### config.mk
export PLATFORM = sky130hd
export DESIGN_NAME = limit_stats_unit
export DESIGN_NICKNAME = d
export VERILOG_FILES = /design/src/limit_stats_pkg.sv /design/src/mean_divider.sv /design/src/limit_stats_unit.sv
export VERILOG_INCLUDE_DIRS = /design/src
export SDC_FILE = /design/constraint.sdc
export NUM_CORES = 1
export LEC_CHECK = 0
export ABC_AREA = 1
export BUFFER_PORTS_ARGS = -buffer_cell sky130_fd_sc_hd__buf_2
export CAP_MARGIN = 20
export CORE_MARGIN = 2
export CORE_UTILIZATION = 51
export DETAILED_ROUTE_END_ITERATION = 8
export PLACE_DENSITY = 0.79
export SYNTH_ARGS = -nofsm -noshare
export SYNTH_HDL_FRONTEND = slang
export SYNTH_HIERARCHICAL = 1
export SYNTH_SLANG_ARGS = --single-unit
export TNS_END_PERCENT = 5
### constraint.sdc
create_clock -name clock -period 6 [get_ports clock]
set_input_delay 0.6 -clock clock [delete_from_list [all_inputs] [get_ports clock]]
set_output_delay 0.6 -clock clock [all_outputs]
set_load 0.02 [all_outputs]
### src/limit_stats_defs.svh
// Constants for the limit and table statistics unit
// Behaviour
// - Upper clamp enabled: write operand if not above bound, else write bound.
// - Upper clamp condition high only when enabled and operand above bound; disabled writes nothing.
// - Lower clamp enabled: write operand if at least bound, else write bound.
// - Lower clamp condition high only when enabled and operand below bound; disabled writes nothing.
// - Every data word is a 16-bit two's-complement signed integer.
// - Maximum: scan table, store largest value, then its position in next word.
// - Equal maxima report the lowest position.
// - Minimum: scan table, store smallest value, then its position in next word.
// - Equal minima report the lowest position.
// - Result into index register stores only the extreme value, no position word.
// - Mean: average of table words stored at the result location.
// - Table length is 1 to 64 words; the unit takes a length of 0 as 1 and a length above 64 as 64.
// - Table operations: condition follows enable; disabled means no execution.
`ifndef LIMIT_STATS_DEFS_SVH
`define LIMIT_STATS_DEFS_SVH
`define LS_WORD_W 16
`define LS_LEN_MIN 7'h01
`define LS_LEN_MAX 7'h40
`define LS_SUM_W 22
`endif

### src/limit_stats_pkg.sv
// Types shared by the limit and table statistics unit
package limit_stats_pkg;
    typedef enum logic [2:0] {
        OP_UPPER = 3'h0,
        OP_LOWER = 3'h1,
        OP_MAX = 3'h2,
        OP_MIN = 3'h3,
        OP_MEAN = 3'h4
    } op_t;
    typedef struct packed {
        op_t op;
        logic enable;
        logic signed [15:0] operand;
        logic signed [15:0] bound;
        logic [6:0] length;
        logic toIndex;
    } cmd_t;
    typedef struct packed {
        logic valid;
        logic cond;
        logic write0;
        logic signed [15:0] data0;
        logic write1;
        logic [15:0] data1;
    } result_t;
endpackage

### src/mean_divider.sv
// Restoring divider for the table mean, truncating toward zero
`timescale 1ns/100ps
`include "limit_stats_defs.svh"
module mean_divider import limit_stats_pkg::*; #(
    parameter int SUM_W = `LS_SUM_W
) (
    // Clock and reset
    input wire logic clock,
    input wire logic rst_b,
    // Request
    input wire logic start,
    input wire logic signed [SUM_W-1:0] sum,
    input wire logic [6:0] divisor,
    // Answer
    output logic done,
    output logic signed [15:0] quotient
);
    logic [SUM_W-1:0] mag_r, mag_nxt;
    logic [SUM_W-1:0] rem_r, rem_nxt;
    logic [4:0] cnt_r;
    logic neg_r, busy_r;
    logic [6:0] div_r;
    wire [SUM_W-1:0] absSum = sum[SUM_W-1] ? SUM_W'(-sum) : SUM_W'(sum);
    wire [SUM_W-1:0] shifted = {rem_r[SUM_W-2:0], mag_r[SUM_W-1]};
    wire fits = shifted >= SUM_W'(div_r);
    wire [SUM_W-1:0] mag0 = {mag_r[SUM_W-2:0], fits};
    wire [15:0] magQ = mag0[15:0];
    assign rem_nxt = fits ? shifted - SUM_W'(div_r) : shifted;
    assign mag_nxt = mag0;
    always_ff @(posedge clock or negedge rst_b) begin
        if (!rst_b) begin
            mag_r <= '0;
            rem_r <= '0;
            cnt_r <= 5'h00;
            neg_r <= 1'b0;
            busy_r <= 1'b0;
            div_r <= 7'h01;
            done <= 1'b0;
            quotient <= 16'h0000;
        end else begin
            done <= 1'b0;
            if (start) begin
                mag_r <= absSum;
                rem_r <= '0;
                cnt_r <= 5'(SUM_W - 1);
                neg_r <= sum[SUM_W-1];
                div_r <= divisor;
                busy_r <= 1'b1;
            end else if (busy_r) begin
                mag_r <= mag_nxt;
                rem_r <= rem_nxt;
                cnt_r <= cnt_r - 5'h01;
                if (cnt_r == 5'h00) begin
                    busy_r <= 1'b0;
                    done <= 1'b1;
                    // Magnitude of a 16-bit mean always fits 16 bits
                    quotient <= neg_r ? 16'(-magQ) : magQ;
                end
            end
        end
    end
endmodule

### src/limit_stats_unit.sv
// Signed clamp and table statistics unit
`timescale 1ns/100ps
`include "limit_stats_defs.svh"
module limit_stats_unit import limit_stats_pkg::*; #(
    parameter int MAX_LEN = `LS_LEN_MAX,
    parameter int SUM_W = `LS_SUM_W
) (
    // Clock and reset
    input wire logic clock,
    input wire logic rst_b,
    // Command
    input wire logic start,
    input wire cmd_t cmd,
    // Table words, one per cycle while scanning
    output logic tabReq,
    output logic [6:0] tabIndex,
    input wire logic tabValid,
    input wire logic signed [15:0] tabWord,
    // Result
    output result_t res,
    output logic busy
);
    typedef enum logic [1:0] {
        ST_IDLE = 2'b00,
        ST_SCAN = 2'b01,
        ST_DIV = 2'b11
    } state_t;

    state_t state_r, state_nxt;
    logic signed [15:0] best_r;
    logic [6:0] bestPos_r, pos_r, len_r;
    logic signed [SUM_W-1:0] sum_r;
    op_t op_r;
    logic toIndex_r;
    logic divStart_r;
    logic divDone;
    logic signed [15:0] divQ;

    // Signed compare helpers; strict so equal entries keep the lower position
    function automatic logic beats(input op_t op, input logic signed [15:0] a,
                                   input logic signed [15:0] b);
        beats = (op == OP_MAX) ? (a > b) : (a < b);
    endfunction

    wire isTable = cmd.op == OP_MAX || cmd.op == OP_MIN || cmd.op == OP_MEAN;
    wire launch = start && state_r == ST_IDLE;
    wire upAbove = cmd.operand > cmd.bound;
    wire lowBelow = cmd.operand < cmd.bound;
    wire lastWord = (pos_r + 7'h01) == len_r;
    wire take = state_r == ST_SCAN && tabValid;
    wire takeBetter = pos_r == 7'h00 || beats(op_r, tabWord, best_r);
    wire [6:0] clampLen = (cmd.length == 7'h00) ? `LS_LEN_MIN :
        (cmd.length > 7'(MAX_LEN)) ? 7'(MAX_LEN) : cmd.length;

    always_comb begin
        state_nxt = state_r;
        case (state_r)
            ST_IDLE: begin
                if (launch && cmd.enable && isTable) begin
                    state_nxt = ST_SCAN;
                end
            end
            ST_SCAN: begin
                if (take && lastWord) begin
                    state_nxt = (op_r == OP_MEAN) ? ST_DIV : ST_IDLE;
                end
            end
            ST_DIV: begin
                if (divDone) begin
                    state_nxt = ST_IDLE;
                end
            end
            default: state_nxt = ST_IDLE;
        endcase
    end

    always_ff @(posedge clock or negedge rst_b) begin
        if (!rst_b) begin
            state_r <= ST_IDLE;
            best_r <= 16'h0000;
            bestPos_r <= 7'h00;
            pos_r <= 7'h00;
            len_r <= `LS_LEN_MIN;
            sum_r <= '0;
            op_r <= OP_UPPER;
            toIndex_r <= 1'b0;
            divStart_r <= 1'b0;
            res <= '0;
            tabReq <= 1'b0;
            tabIndex <= 7'h00;
            busy <= 1'b0;
        end else begin
            state_r <= state_nxt;
            res <= '0;
            divStart_r <= 1'b0;
            busy <= state_nxt != ST_IDLE;
            tabReq <= state_nxt == ST_SCAN;
            if (launch) begin
                op_r <= cmd.op;
                toIndex_r <= cmd.toIndex;
                len_r <= clampLen;
                pos_r <= 7'h00;
                tabIndex <= 7'h00;
                sum_r <= '0;
                case (cmd.op)
                    OP_UPPER: begin
                        res.valid <= 1'b1;
                        res.write0 <= cmd.enable;
                        res.data0 <= upAbove ? cmd.bound : cmd.operand;
                        res.cond <= cmd.enable && upAbove;
                    end
                    OP_LOWER: begin
                        res.valid <= 1'b1;
                        res.write0 <= cmd.enable;
                        res.data0 <= lowBelow ? cmd.bound : cmd.operand;
                        res.cond <= cmd.enable && lowBelow;
                    end
                    default: begin
                        // Disabled table op: report off, no execution
                        res.valid <= !cmd.enable;
                    end
                endcase
            end
            if (take) begin
                pos_r <= pos_r + 7'h01;
                tabIndex <= pos_r + 7'h01;
                sum_r <= sum_r + SUM_W'(tabWord);
                if (takeBetter) begin
                    best_r <= tabWord;
                    bestPos_r <= pos_r;
                end
                if (lastWord && op_r == OP_MEAN) begin
                    divStart_r <= 1'b1;
                end else if (lastWord) begin
                    res.valid <= 1'b1;
                    res.cond <= 1'b1;
                    res.write0 <= 1'b1;
                    res.data0 <= takeBetter ? tabWord : best_r;
                    res.write1 <= !toIndex_r;
                    res.data1 <= {9'h000, takeBetter ? pos_r : bestPos_r};
                end
            end
            if (divDone) begin
                res.valid <= 1'b1;
                res.cond <= 1'b1;
                res.write0 <= 1'b1;
                res.data0 <= divQ;
            end
        end
    end

    mean_divider #(.SUM_W(SUM_W)) mean_divider_inst (
        .clock(clock),
        .rst_b(rst_b),
        .start(divStart_r),
        .sum(sum_r),
        .divisor(len_r),
        .done(divDone),
        .quotient(divQ)
    );

    // Clamp results are checked one cycle after the command is taken
    chk_upper_clamp: assert property (@(posedge clock) disable iff (!rst_b)
        launch && cmd.op == OP_UPPER && cmd.enable |=> res.valid && res.write0
        && res.cond == ($past(cmd.operand) > $past(cmd.bound))
        && res.data0 == (res.cond ? $past(cmd.bound) : $past(cmd.operand)))
        else $error("upper clamp result wrong");

    chk_upper_off: assert property (@(posedge clock) disable iff (!rst_b)
        launch && cmd.op == OP_UPPER && !cmd.enable
        |=> res.valid && !res.write0 && !res.cond)
        else $error("disabled upper clamp wrote");

    chk_lower_clamp: assert property (@(posedge clock) disable iff (!rst_b)
        launch && cmd.op == OP_LOWER && cmd.enable |=> res.valid && res.write0
        && res.cond == ($past(cmd.operand) < $past(cmd.bound))
        && res.data0 == (res.cond ? $past(cmd.bound) : $past(cmd.operand)))
        else $error("lower clamp result wrong");

    chk_lower_off: assert property (@(posedge clock) disable iff (!rst_b)
        launch && cmd.op == OP_LOWER && !cmd.enable
        |=> res.valid && !res.write0 && !res.cond)
        else $error("disabled lower clamp wrote");

    chk_index_drop: assert property (@(posedge clock) disable iff (!rst_b)
        res.write1 |-> !toIndex_r && (op_r == OP_MAX || op_r == OP_MIN))
        else $error("position written to index");

    chk_table_off: assert property (@(posedge clock) disable iff (!rst_b)
        launch && isTable && !cmd.enable |=> res.valid && !res.cond && !res.write0 && !busy)
        else $error("disabled table op ran");

    chk_scan_len: assert property (@(posedge clock) disable iff (!rst_b)
        state_r == ST_SCAN |-> pos_r < len_r && len_r <= 7'(MAX_LEN) && len_r != 7'h00)
        else $error("scan position out of range");

    chk_pos_range: assert property (@(posedge clock) disable iff (!rst_b)
        res.write1 |-> res.data1 < {9'h000, len_r})
        else $error("reported position beyond table");

    // Running extreme never loses to a word already taken
    chk_max_track: assert property (@(posedge clock) disable iff (!rst_b)
        take && op_r == OP_MAX |=> best_r >= $past(tabWord))
        else $error("maximum lost a larger word");

    chk_min_track: assert property (@(posedge clock) disable iff (!rst_b)
        take && op_r == OP_MIN |=> best_r <= $past(tabWord))
        else $error("minimum lost a smaller word");

    chk_tie_keep: assert property (@(posedge clock) disable iff (!rst_b)
        take && pos_r != 7'h00 && tabWord == best_r |=> bestPos_r == $past(bestPos_r))
        else $error("equal extreme moved the position");

    chk_first_word: assert property (@(posedge clock) disable iff (!rst_b)
        take && pos_r == 7'h00 |=> bestPos_r == 7'h00 && best_r == $past(tabWord))
        else $error("first table word not taken");

    chk_table_done: assert property (@(posedge clock) disable iff (!rst_b)
        take && lastWord && op_r != OP_MEAN |=> res.valid && res.cond && res.write0 && !busy)
        else $error("table result missing");

    // Divider needs SUM_W steps; the window only suits sums up to about 39 bits
    chk_mean_time: assert property (@(posedge clock) disable iff (!rst_b)
        divStart_r |-> ##[1:40] divDone)
        else $error("mean never finished");

    chk_mean_result: assert property (@(posedge clock) disable iff (!rst_b)
        divDone |=> res.valid && res.cond && res.write0 && !res.write1
        && res.data0 == $past(divQ))
        else $error("mean result not reported");
endmodule

==> impl_results.md, run 1 <==
* Commonest non-fill, non-tap cell in the layout: nand2_1
* PD cells at 433.9 nW/um^2
* Routability cong. at 0.9393
* Crit path from: mean_divider_inst/div_r[0]
* Clock buffer depth at 2
* Die Y-Extent at 157.4 um
* IO Pins at 109
* Rel. slew slack at 0.2542
* Cell family with most CP delay: simple AND/OR/NAND/NOR gates
* Crit path largest cell delay at 0.54 ns
* CTS root buf: clkbuf_16
* Syn Inst Count at 1,664
* Worst path bufs/invs at 2
* Crit start category: flop
* IO Port Bufs at 99
* Clk sinks at 169
* Area Growth Syn to Fin at 10.95%
* FP Rows at 56
* Worst-path maximum fanout at 11
* Pwr Total at 5.775 mW
* WL final at 32,500 um
* Critical Path Slowest Stage Cell: dfstp_2
* Worst r2r src: mean_divider_inst/div_r[0]
* Min Tclk post-route at 3.096 ns
* Die W at 157.4 um
* Initial Util at 0.5157
* Critical path class: reg -> reg
* Max_cap viols at 0
* CTS H-Tree Depth at 4
* Top FF cell, synth: dfrtp_1
* Post_cts resized at 0
* CTS Hold Bufs at 0
* Vias in the first global route at 10,650
* Reg clk slew, reported paths at 0.07 ns
* Final Skew at 0.02110 ns
* Mapped Area at 12,000 sq um
* WP data arrival at 3.39 ns
* DRC Markers at 0
* Leak at 7.107 nW
* GRT Overall Usage at 0.2681
* RSZ-0062 raised after global routing: no
* Top-area cell type share of the netlist area at 0.3484
* Final setup viols at 0
* Async S/R FF share, synth at 1.000
* Synth warn at 6
* Tcrit/Tclk final at 0.5160
* Post-DP HPWL at 24,160 um
* Overflow after GRT at 0
* Status: finished, final reports clean
* Wire per inst at 15.72 um
* TNS Setup at 0 ns
* DIE AREA at 24,770 sq um
* Worst-margin pin slew at 1.115 ns
* DR vias at 11,440
* TritonCTS clock tree: done
* Vias per cell at 5.534
* Endpoint type of the worst setup path: flop
* Critical Path RT at 6.30 ns
* Fill cells at 2,179
* Wire length of the first global-routing pass at 52,830 um
* Hold Violations, Final at 0
* Pre-Repair DR Iteration Count at 8
* Synthesis-stage register bit count at 169
* Seq/Total Area, Yosys at 0.3527
* Latest clock arrival within the worst-skew pair at 0.44 ns
* Biggest area consumer among synthesized cells: dfrtp_1
* Diode count at 0
* Core area at 23,260 sq um
* Max IR drop VDD at 0.0003181 V
* Largest net degree at the start of global routing at 63
* Cts bufs inserted at 17
* Initial antenna violation count at 0
* Mean post-synth cell area at 7.209 sq um
* Setup Fix Bufs, Post-CTS at 0
* Fraction of layout cells with a size suffix above 1 at 0.1362
* Fmax at 0.3230 GHz
* Most frequent cells in the layout: nand2_1, inv_1, dfrtp_1, nand3_1, nor2_1
* DRT antenna net count at 0
* NumNets Final at 1,867
* Yosys cell types at 60
* Post-synth EDFFs at 0
* Largest cells by area after synthesis: dfrtp_1, nand2_1, nand3_1
* Max-slew violation count at 0
* Crit-path cells: ha_1 -> fa_1 -> inv_1 -> nand3_1 -> nand3_2 -> nand2_2 -> nand2_2 -> nor2_1 -> buf_4 -> ha_1 -> nand4_1 -> nor2_1 -> nand3_1 -> o21ai_0 -> xor2_1 -> o21ai_0
* DR iter-0 viols at 1,057
* Worst hold path type: in -> async
report_power, final:
part	internal, mW	switching [mW]
clock	0.684	0.542
combinational	0.971	1.89
sequential	1.41	0.276
total	3.07	2.71
kinds of logic after synthesis:
| logic type | after synthesis | share of synthesized area |
|---|---|---|
| simple gates | 840 | 0.3220 |
| buf+inv | 277 | 0.09679 |
| compound gates | 273 | 0.1297 |
| flops | 169 | 0.3527 |
| fa+ha+maj | 68 | 0.07217 |
| xor+xnor | 36 | 0.02628 |
| other cells | 1 | 0.0003126 |
area by class of cell:
class | count | area (sq um) | share of cell area
multi-input combinational | 1226 | 6636 | 0.4986
sequential | 169 | 4232 | 0.3179
inverter | 213 | 800.8 | 0.06016
timing repair buffer | 108 | 589.3 | 0.04428
clock buffer | 17 | 425.4 | 0.03196
tap | 319 | 399.1 | 0.02999
clock inverter | 15 | 227.7 | 0.01711
sequential cells by signal, summed over array words and instances (netlist names):
signal and flops:
mean_divider_inst/div_r 7, sum_r 22, divStart_r 1, pos_r 7, len_r 7, mean_divider_inst/done 1, mean_divider_inst/neg_r 1, state_r 2
mean_divider_inst/mag_r 22, mean_divider_inst/cnt_r 5, toIndex_r 1, mean_divider_inst/quotient 16, mean_divider_inst/busy_r 1, op_r 3, tabReq 1, busy 1
res 27, mean_divider_inst/rem_r 21, bestPos_r 7, best_r 16
layer usage:
metal,GRT usage,routed length [um],vias up
met5,0,0,-
met2,0.4194,14470,394
met4,0.08052,741,0
li1,-,-,5626
met1,0.3793,14960,5376
met3,0.04846,2320,43
cell usage after synthesis, types with 7 or more instances:
library cell,count
inv_2,18
nand4_1,40
inv_1,193
buf_4,11
ha_1,66
dfrtp_1,167
nand2_1,447
xnor2_1,9
nor3_1,8
nand3_2,19
nor2_2,12
nand2_2,12
nand3_1,166
o21ai_0,93
nand2_4,11
xor2_1,27
buf_2,14
clkbuf_1,28
o221ai_1,9
nor2_1,105
a21oi_1,77
o21ai_1,38
o211ai_1,7
o22ai_1,12
path summary, 6_finish.rpt:
| kind | depth (start not counted) | slack [ns] | endpoint |
|---|---|---|---|
| max reg2reg | 16 | 2.90 | mean_divider_inst/quotient[14] |
| min in group clock | 3 | 0.37 | toIndex_r |
| min reg2reg | 1 | 0.43 | res[16] |
| max in group asynchronous | 2 | 4.66 | divStart_r |
| max | 16 | 2.90 | mean_divider_inst/quotient[14] |
| min | 1 | 0.13 | mean_divider_inst/rem_r[16] |
metrics by stage:
| stage | hold slack [ns] | util | setup WS, ns | area, sq um | instances |
|---|---|---|---|---|---|
| floorplan | 0.3044 | - | 3.444 | 12030 | 1672 |
| global placement | 0.4085 | 0.5426 | 2.914 | 12620 | 2033 |
| detailed placement | 0.4178 | 0.5426 | 2.828 | 12620 | 2033 |
| CTS | 0.1346 | 0.5707 | 2.918 | 13280 | 2065 |
| global route | 0.1610 | 0.5722 | 2.671 | 13310 | 2067 |
| finish | 0.1260 | 0.5722 | 2.904 | 13310 | 2067 |
(Power assumes the default switching activity.)
==> run 2, diff against run 1 <==
ABC_AREA = 0   (was 1)
PLACE_DENSITY = 0.82   (was 0.79)
clock period = 2.5 ns   (was 6 ns; I/O delays follow)
==> run 2 against run 1 <==
The flow now finishes with violations (setup timing). Register-to-register slack got worse by 3.6 ns. Via count fell by 11%. Global-route usage up 0.70 points. Cell count down 19%. First-iteration DRC count down 8.3%. Largest power group unchanged.
==> impl_results.md, run 2 <==
* Mapped Area at 10,770 sq um (-10%)
* Largest family of logic cells by synthesized area: compound AO/OA/AOI/OAI gates
* Top-area cell type share of the netlist area at 0.3879 (+0.03957)
* NumNets Final at 1,516 (-19%)
* DR iter-0 viols at 969 (-8.3%)
* Endpoint type of the worst setup path: flop
* Max-slew violation count at 0 (unchanged)
* Mean post-synth cell area at 9.295 sq um (+29%)
* Vias in the first global route at 9,905 (-7.0%)
* Top FF cell, synth: dfrtp_1
* Hold_sp: cmd[0]
* DIE AREA at 22,300 sq um (-9.9%)
* Compound-gate portion of the synthesized area at 0.1834 (+0.05365)
* Number of flip-flops under the largest register name at 27 (unchanged)
* DRT antenna net count at 0 (unchanged)
* WP data arrival at 3.54 ns (+0.15 ns)
* Fraction of layout cells with a size suffix above 1 at 0.3009 (+0.1647)
* Worst-path maximum fanout at 3 (-8)
* Pwr Total at 17.55 mW (+200%)
* Top Registers: res (27), mean_divider_inst/mag_r (22), sum_r (22)
* IO Pins at 109 (unchanged)
* Largest cells by area after synthesis: dfrtp_1, ha_1, mux2i_1
* Largest net degree at the start of global routing at 78 (+24%)
* Wire per inst at 19.25 um (+22%)
* Latest clock arrival within the worst-skew pair at 0.43 ns (about the same)
* Routability cong. at 0.9252 (-1.5%)
* Seq/Total Area, Yosys at 0.3928 (+0.04007)
* Max IR drop VDD at 0.0008229 V (+160%)
* Final Skew at 0.009683 ns (-0.01142 ns)
* Setup slack after placement at -0.7243 ns (-3.552 ns)
* Pre-Repair DR Iteration Count at 6 (-2)
* Tcrit/Tclk final at 1.295 (+0.7789)
* CTS H-Tree Depth at 4 (unchanged)
* Max_cap viols at 0 (unchanged)
* Die W at 149.3 um (-5.1%)
* GRT Overall Usage at 0.2751 (+0.006995)
* Area Growth Syn to Fin at 28.30%
* Commonest non-fill, non-tap cell in the layout: dfrtp_1
* Failing checks: setup timing
* Status: complete, but fails checks
* Synth Area in XOR/XNOR at 0.06179 (+0.03551)
* Rel. slew slack at 0.3533 (+0.09909)
* WL final at 32,160 um (-1.0%)
* Fill cells at 1,429 (-34%)
* Metal2 WL at 16,060 um (+11%)
* Core area at 20,890 sq um (-10%)
* Worst hold path type: in -> reg
* PD cells at 1270 nW/um^2 (+190%)
* CTS root buf: clkbuf_16
* Reg clk slew, reported paths at 0.07 ns (about the same)
* Most frequent cells in the layout: dfrtp_1, buf_4, nand2_1, buf_2, nor2_1
* Register area at 4237 sq um (+0.12%)
* Worst path most repeated cell: nand2b_4
* Biggest area consumer among synthesized cells: dfrtp_1
* Wire length of the first global-routing pass at 48,570 um (-8.1%)
* Critical Path Slowest Stage Cell: or4b_4
* Cts bufs inserted at 17 (unchanged)
* Multi-input logic area at 6615 sq um (-0.32%)
* Post-synth EDFFs at 0 (unchanged)
* Adder-cell share of the synthesized area at 0.08037 (+0.008198)
* Final non-filler cell total at 1,671 (-19%)
* Critical Path RT at 2.81 ns (-3.49 ns)
* Crit path largest cell delay at 0.55 ns (about the same)
* Final setup viols at 89 (+89)
* Worst r2r src: mean_divider_inst/rem_r[14]
* Critical path class: reg -> reg
* IO Port Bufs at 99 (unchanged)
* Diode count at 0 (unchanged)
* Hold WS at 0.01696 ns (-0.1090 ns)
* DRT met1 WL at 12,150 um (-19%)
* Met3 WL at 2292 um (-1.2%)
* Min Tclk post-route at 3.237 ns (+0.1411 ns)
* Synth warn at 6 (unchanged)
* Synthesis-stage register bit count at 169 (unchanged)
* Post-Synth Simple-Gate Area at 0.1666 (-0.1554)
* Die Y-Extent at 149.3 um (-5.1%)
* Clk sinks at 169 (unchanged)
* Crit path from: mean_divider_inst/rem_r[14]
* Fmax at 0.3089 GHz (-4.4%)
* Overflow after GRT at 0 (unchanged)
* Crit start category: flop
* Async S/R FF share, synth at 1.000 (unchanged)
* FP Rows at 53 (-5.4%)
* Post-DP HPWL at 20,220 um (-16%)
* Synth cell count leaders: dfrtp_1, nand2_1, o21ai_0
* Yosys cell types at 86 (+43%)
* Highest metal used: met5
* DR vias at 10,180 (-11%)
* Syn Inst Count at 1,159 (-30%)
* Initial antenna violation count at 1 (+1)
* Mux cell area share after synthesis at 0.06458 (+0.06458)
* Reg with most FFs: res
* Leak at 6.407 nW (-9.9%)
* TritonCTS clock tree: done
* Utilization after layout at 0.6617 (+0.08951)
* Initial Util at 0.5157 (about the same)
* Hold Violations, Final at 0 (unchanged)
* Vias per cell at 6.095 (+10%)
* Worst-margin pin slew at 0.9701 ns (-0.1445 ns)
* Inst Count DP at 1,636 (-20%)
* Crit-path cells: or4_4 -> or3_4 -> or4b_4 -> or2_4 -> clkinv_4 -> ha_4 -> nand2b_4 -> nand2b_4 -> nand2b_4 -> o41ai_4 -> xor2_1 -> a21oi_1
* Setup WS post-layout at -0.7371 ns (-3.641 ns)
* Clock buffer depth at 2 (unchanged)
* DRC Markers at 0 (unchanged)
* RSZ-0062 raised after global routing: yes
* Most frequent cell after synthesis: dfrtp_1
run 2: path summary, 6_finish.rpt:
path / cells after the start / endpoint / slack (ns)
setup / recovery: 12 / mean_divider_inst/quotient[14] / -0.74
hold / removal: 3 / toIndex_r / 0.02
setup reg to reg: 12 / mean_divider_inst/quotient[14] / -0.74
hold reg to reg: 1 / res[16] / 0.45
max in group asynchronous: 3 / sum_r[5] / 1.32
min in group asynchronous: 2 / len_r[3] / 0.35
run 2: through the flow:
step / TNS (ns) / area, sq um
2_1_floorplan: -7.986 / 10850
3_3_place_gp: -16.75 / 12640
3_5_place_dp: -20.70 / 12640
4_1_cts: -18.02 / 13510
5_1_grt: -32.03 / 13820
6_report: -23.47 / 13820
run 2: report_power, final:
part	internal, mW	leakage (nW)	switching, mW
sequential	3.58	2.24	0.880
clock	1.55	0.282	1.14
combinational	4.81	3.88	5.58
total	9.95	6.41	7.60
run 2: cell families after synthesis:
logic type	after synthesis
other	1
AO/OA/AOI/OAI	288
AND/OR/NAND/NOR	373
buffers and inverters	120
adder cells (fa/ha/maj)	68
flip-flops	169
XOR/XNOR	73
multiplexers	67
run 2: layout make-up:
type / instances / area share
well taps: 275 / 0.02489
inverters: 56 / 0.01557
clock buffers: 21 / 0.03404
repair buffers: 262 / 0.1318
flip-flops and latches: 169 / 0.3065
multi-input cells: 878 / 0.4786
clock inverters: 10 / 0.008600
run 2: layer usage:
metal / global-route usage / vias up
li1: - / 4568
met1: 0.3404 / 4916
met2: 0.4704 / 547
met3: 0.04801 / 151
met4: 0.1238 / 2
met5: 0 / -
run 2: critical path, delay by kind of cell (launching register included):
family          cells  cell delay [ns]
fa+ha+maj           1             0.14
simple gates        7             2.05
compound gates      2             0.31
buf+inv             1             0.06
xor+xnor            1             0.17
flops               1             0.38
run 2: what timing repair did:
action,CTS,global route
hold endpoints to repair,52,0
pin swaps,15,19
buffers inserted,3,0
setup endpoints to repair,91,100
hold buffers,1,0
gates resized for setup,57,58
==> run 3, diff against run 2 <==
ABC_AREA = 1   (was 0)
CTS_CLUSTER_DIAMETER = 150   (was not set)
==> run 3 against run 2 <==
The run still ends with setup timing left. Sequential share of layout area fell by 0.44 points. Clock-buffer cell count fell by 2. Flip-flop and latch count did not move. Largest power group unchanged.
==> impl_results.md, run 3 (synthesized netlist as in run 1, its figures left out) <==
* Die W at 157.4 um (+5.4%)
* Gate power share at 0.551 (-0.041)
* Inst Count DP at 2,085 (+27%)
* Largest net degree at the start of global routing at 78 (unchanged)
* Core area at 23,260 sq um (+11%)
* Max_cap viols at 0 (unchanged)
* Number of flip-flops under the largest register name at 27 (unchanged)
* Critical Path RT at 2.83 ns (+0.02 ns)
* Reg clk slew, reported paths at 0.07 ns (about the same)
* Final Skew at 0.01235 ns (+0.002669 ns)
* Crit start category: flop
* Fraction of layout cells with a size suffix above 1 at 0.1865 (-0.1144)
* WL final at 35,050 um (+9.0%)
* Final non-filler cell total at 2,137 (+28%)
* FP Rows at 56 (+5.7%)
* CTS H-Tree Depth at 4 (unchanged)
* DR vias at 12,210 (+20%)
* Wire length of the first global-routing pass at 55,770 um (+15%)
* Latest clock arrival within the worst-skew pair at 0.43 ns (about the same)
* Vias in the first global route at 11,480 (+16%)
* IO Pins at 109 (unchanged)
* Crit path from: mean_divider_inst/div_r[0]
* IO Port Bufs at 99 (unchanged)
* Endpoint type of the worst setup path: flop
* Register area at 4232 sq um (-0.12%)
* Vias per cell at 5.713 (-6.3%)
* Gr busiest metal: met2
* Flop2flop setup slack at -0.05 ns (+0.69 ns)
* GRT Overall Usage at 0.2813 (+0.006203)
* Critical path class: reg -> reg
* CP endpoint: mean_divider_inst/quotient[7]
* Area Growth Syn to Fin at 16.77%
* Grt met3 use at 0.05424 (+0.006228)
* Worst-case reg-to-reg path depth at 16 (+4)
* RSZ-0062 raised after global routing: yes
* Initial Util at 0.5157 (about the same)
* CTS root buf: clkbuf_16
* Reg power frac at 0.269 (+0.015)
* Post-DP HPWL at 24,890 um (+23%)
* Max IR drop VDD at 0.0008966 V (+9.0%)
* Failing checks: setup timing
* Setup WS post-layout at -0.04523 ns (+0.6919 ns)
* Final setup viols at 7 (-92%)
* Clock power share at 0.180 (+0.027)
* Internal Power at 7.961 mW (-20%)
* Worst-margin pin slew at 0.6442 ns (-0.3258 ns)
* Leak at 7.439 nW (+16%)
* Status: complete, but fails checks
* Reg2Reg Capture Point: mean_divider_inst/quotient[7]
* Max-slew violation count at 0 (unchanged)
* Worst r2r src: mean_divider_inst/div_r[0]
* Fmax at 0.3929 GHz (+27%)
* Wire per inst at 16.40 um (-15%)
* Area post-placement at 13,050 sq um (+3.3%)
* WP data arrival at 2.87 ns (-0.67 ns)
* DRT antenna net count at 0 (unchanged)
* Worst hold path type: in -> reg
* Worst-path maximum fanout at 4 (+1)
* Most frequent cells in the layout: nand2_1, inv_1, dfrtp_1, nand3_1, nor2_1
* Top Registers: res (27), mean_divider_inst/mag_r (22), sum_r (22)
* Clock buffer depth at 2 (unchanged)
* Rel. slew slack at 0.5679 (+0.2146)
* TritonCTS clock tree: done
* Min Tclk post-route at 2.545 ns (-0.6919 ns)
* Multi-input logic area at 6834 sq um (+3.3%)
* Initial antenna violation count at 0 (-1)
* DRC Markers at 0 (unchanged)
* NumNets Final at 1,937 (+28%)
* M2 GR Usage at 0.4575 (-0.01294)
* Cts bufs inserted at 17 (unchanged)
* Overflow after GRT at 0 (unchanged)
* Die Y-Extent at 157.4 um (+5.4%)
* Pre-Repair DR Iteration Count at 6 (unchanged)
* Clk sinks at 169 (unchanged)
* Fin area at 14,010 sq um (+1.3%)
* Diode count at 0 (unchanged)
* Reg with most FFs: res
* Net Switching at 6.907 mW (-9.2%)
* Tcrit/Tclk final at 1.018 (-0.2768)
* Hold Violations, Final at 0 (unchanged)
* Sw frac at 0.4645 (+0.03123)
* PD cells at 1061 nW/um^2 (-16%)
* DIE AREA at 24,770 sq um (+11%)
* Routability cong. at 1.011 (+9.3%)
* Grt met1 use at 0.3766 (+0.03615)
* DR iter-0 viols at 1,203 (+24%)
* Fill cells at 2,039 (+43%)
* Commonest non-fill, non-tap cell in the layout: nand2_1
run 3: power groups by stage:
stage / logic [mW] / registers [mW] / clock network (mW)
floorplan: 5.47 / 3.93 / 0
global placement: 7.07 / 3.99 / 0
global route: 8.98 / 4.08 / 2.81
CTS: 7.62 / 3.97 / 2.69
finish: 8.19 / 4.00 / 2.68
detailed placement: 7.28 / 4.02 / 0
run 3: critical path, cell delays in order (launching register included):
cell and delay [ns]:
dfstp_2 0.55, ha_4 0.13, fa_2 0.22, inv_2 0.06
nand3_2 0.08, nand3_2 0.10, buf_6 0.14, buf_4 0.12
buf_4 0.12, buf_6 0.12, nand2_4 0.07, nand4_1 0.15
o21bai_2 0.26, buf_4 0.16, nand2_1 0.04, nand2_1 0.06
o21ai_1 0.06
run 3: cell type report:
type | instances | area share
Inverter | 213 | 0.05752
Multi-Input combinational cell | 1226 | 0.4879
Clock inverter | 13 | 0.01036
Clock buffer | 19 | 0.03162
Timing Repair Buffer | 178 | 0.08208
Tap cell | 319 | 0.02849
Sequential cell | 169 | 0.3021
run 3: worst min-delay path by stage:
stage          slack (ns)  cells after the start                          to    from
2_1_floorplan       -0.05                      0                bestPos_r[0]   rst_b
3_3_place_gp         0.15                      1  mean_divider_inst/rem_r[9]   rst_b
3_5_place_dp         0.16                      1  mean_divider_inst/rem_r[9]   rst_b
4_1_cts             0.005                      3                   toIndex_r  cmd[0]
5_1_grt              0.03                      3                   toIndex_r  cmd[0]
6_report             0.01                      3                   toIndex_r  cmd[0]
run 3: per-layer routing:
layer | vias to the layer above | wire (um)
met4 | 0 | 1168
met1 | 5693 | 14790
met2 | 646 | 16170
li1 | 5748 | -
met5 | - | 0
met3 | 122 | 2923
run 3: timing repair:
| item | in CTS | in global routing |
|---|---|---|
| pin swaps | 9 | 10 |
| buffers inserted | 11 | 8 |
| hold buffers | 1 | 0 |
| endpoints found under the setup margin | 4 | 41 |
| cloned | 0 | 0 |
| hold endpoints to repair | 28 | 0 |
| gates resized for setup | 9 | 37 |
run 3: through the flow:
step | hold WS [ns] | total power [mW] | setup WS, ns | utilization | setup TNS (ns)
2_1_floorplan | -0.04559 | 9.399 | 0.01487 | - | 0
3_3_place_gp | 0.1514 | 11.07 | 0.09028 | 0.5611 | 0
3_5_place_dp | 0.1604 | 11.30 | -0.06647 | 0.5611 | -0.1239
4_1_cts | 0.004972 | 14.28 | -0.02585 | 0.5920 | -0.03681
5_1_grt | 0.03160 | 15.86 | -0.1405 | 0.6022 | -1.153
6_report | 0.01435 | 14.87 | -0.04523 | 0.6022 | -0.1641
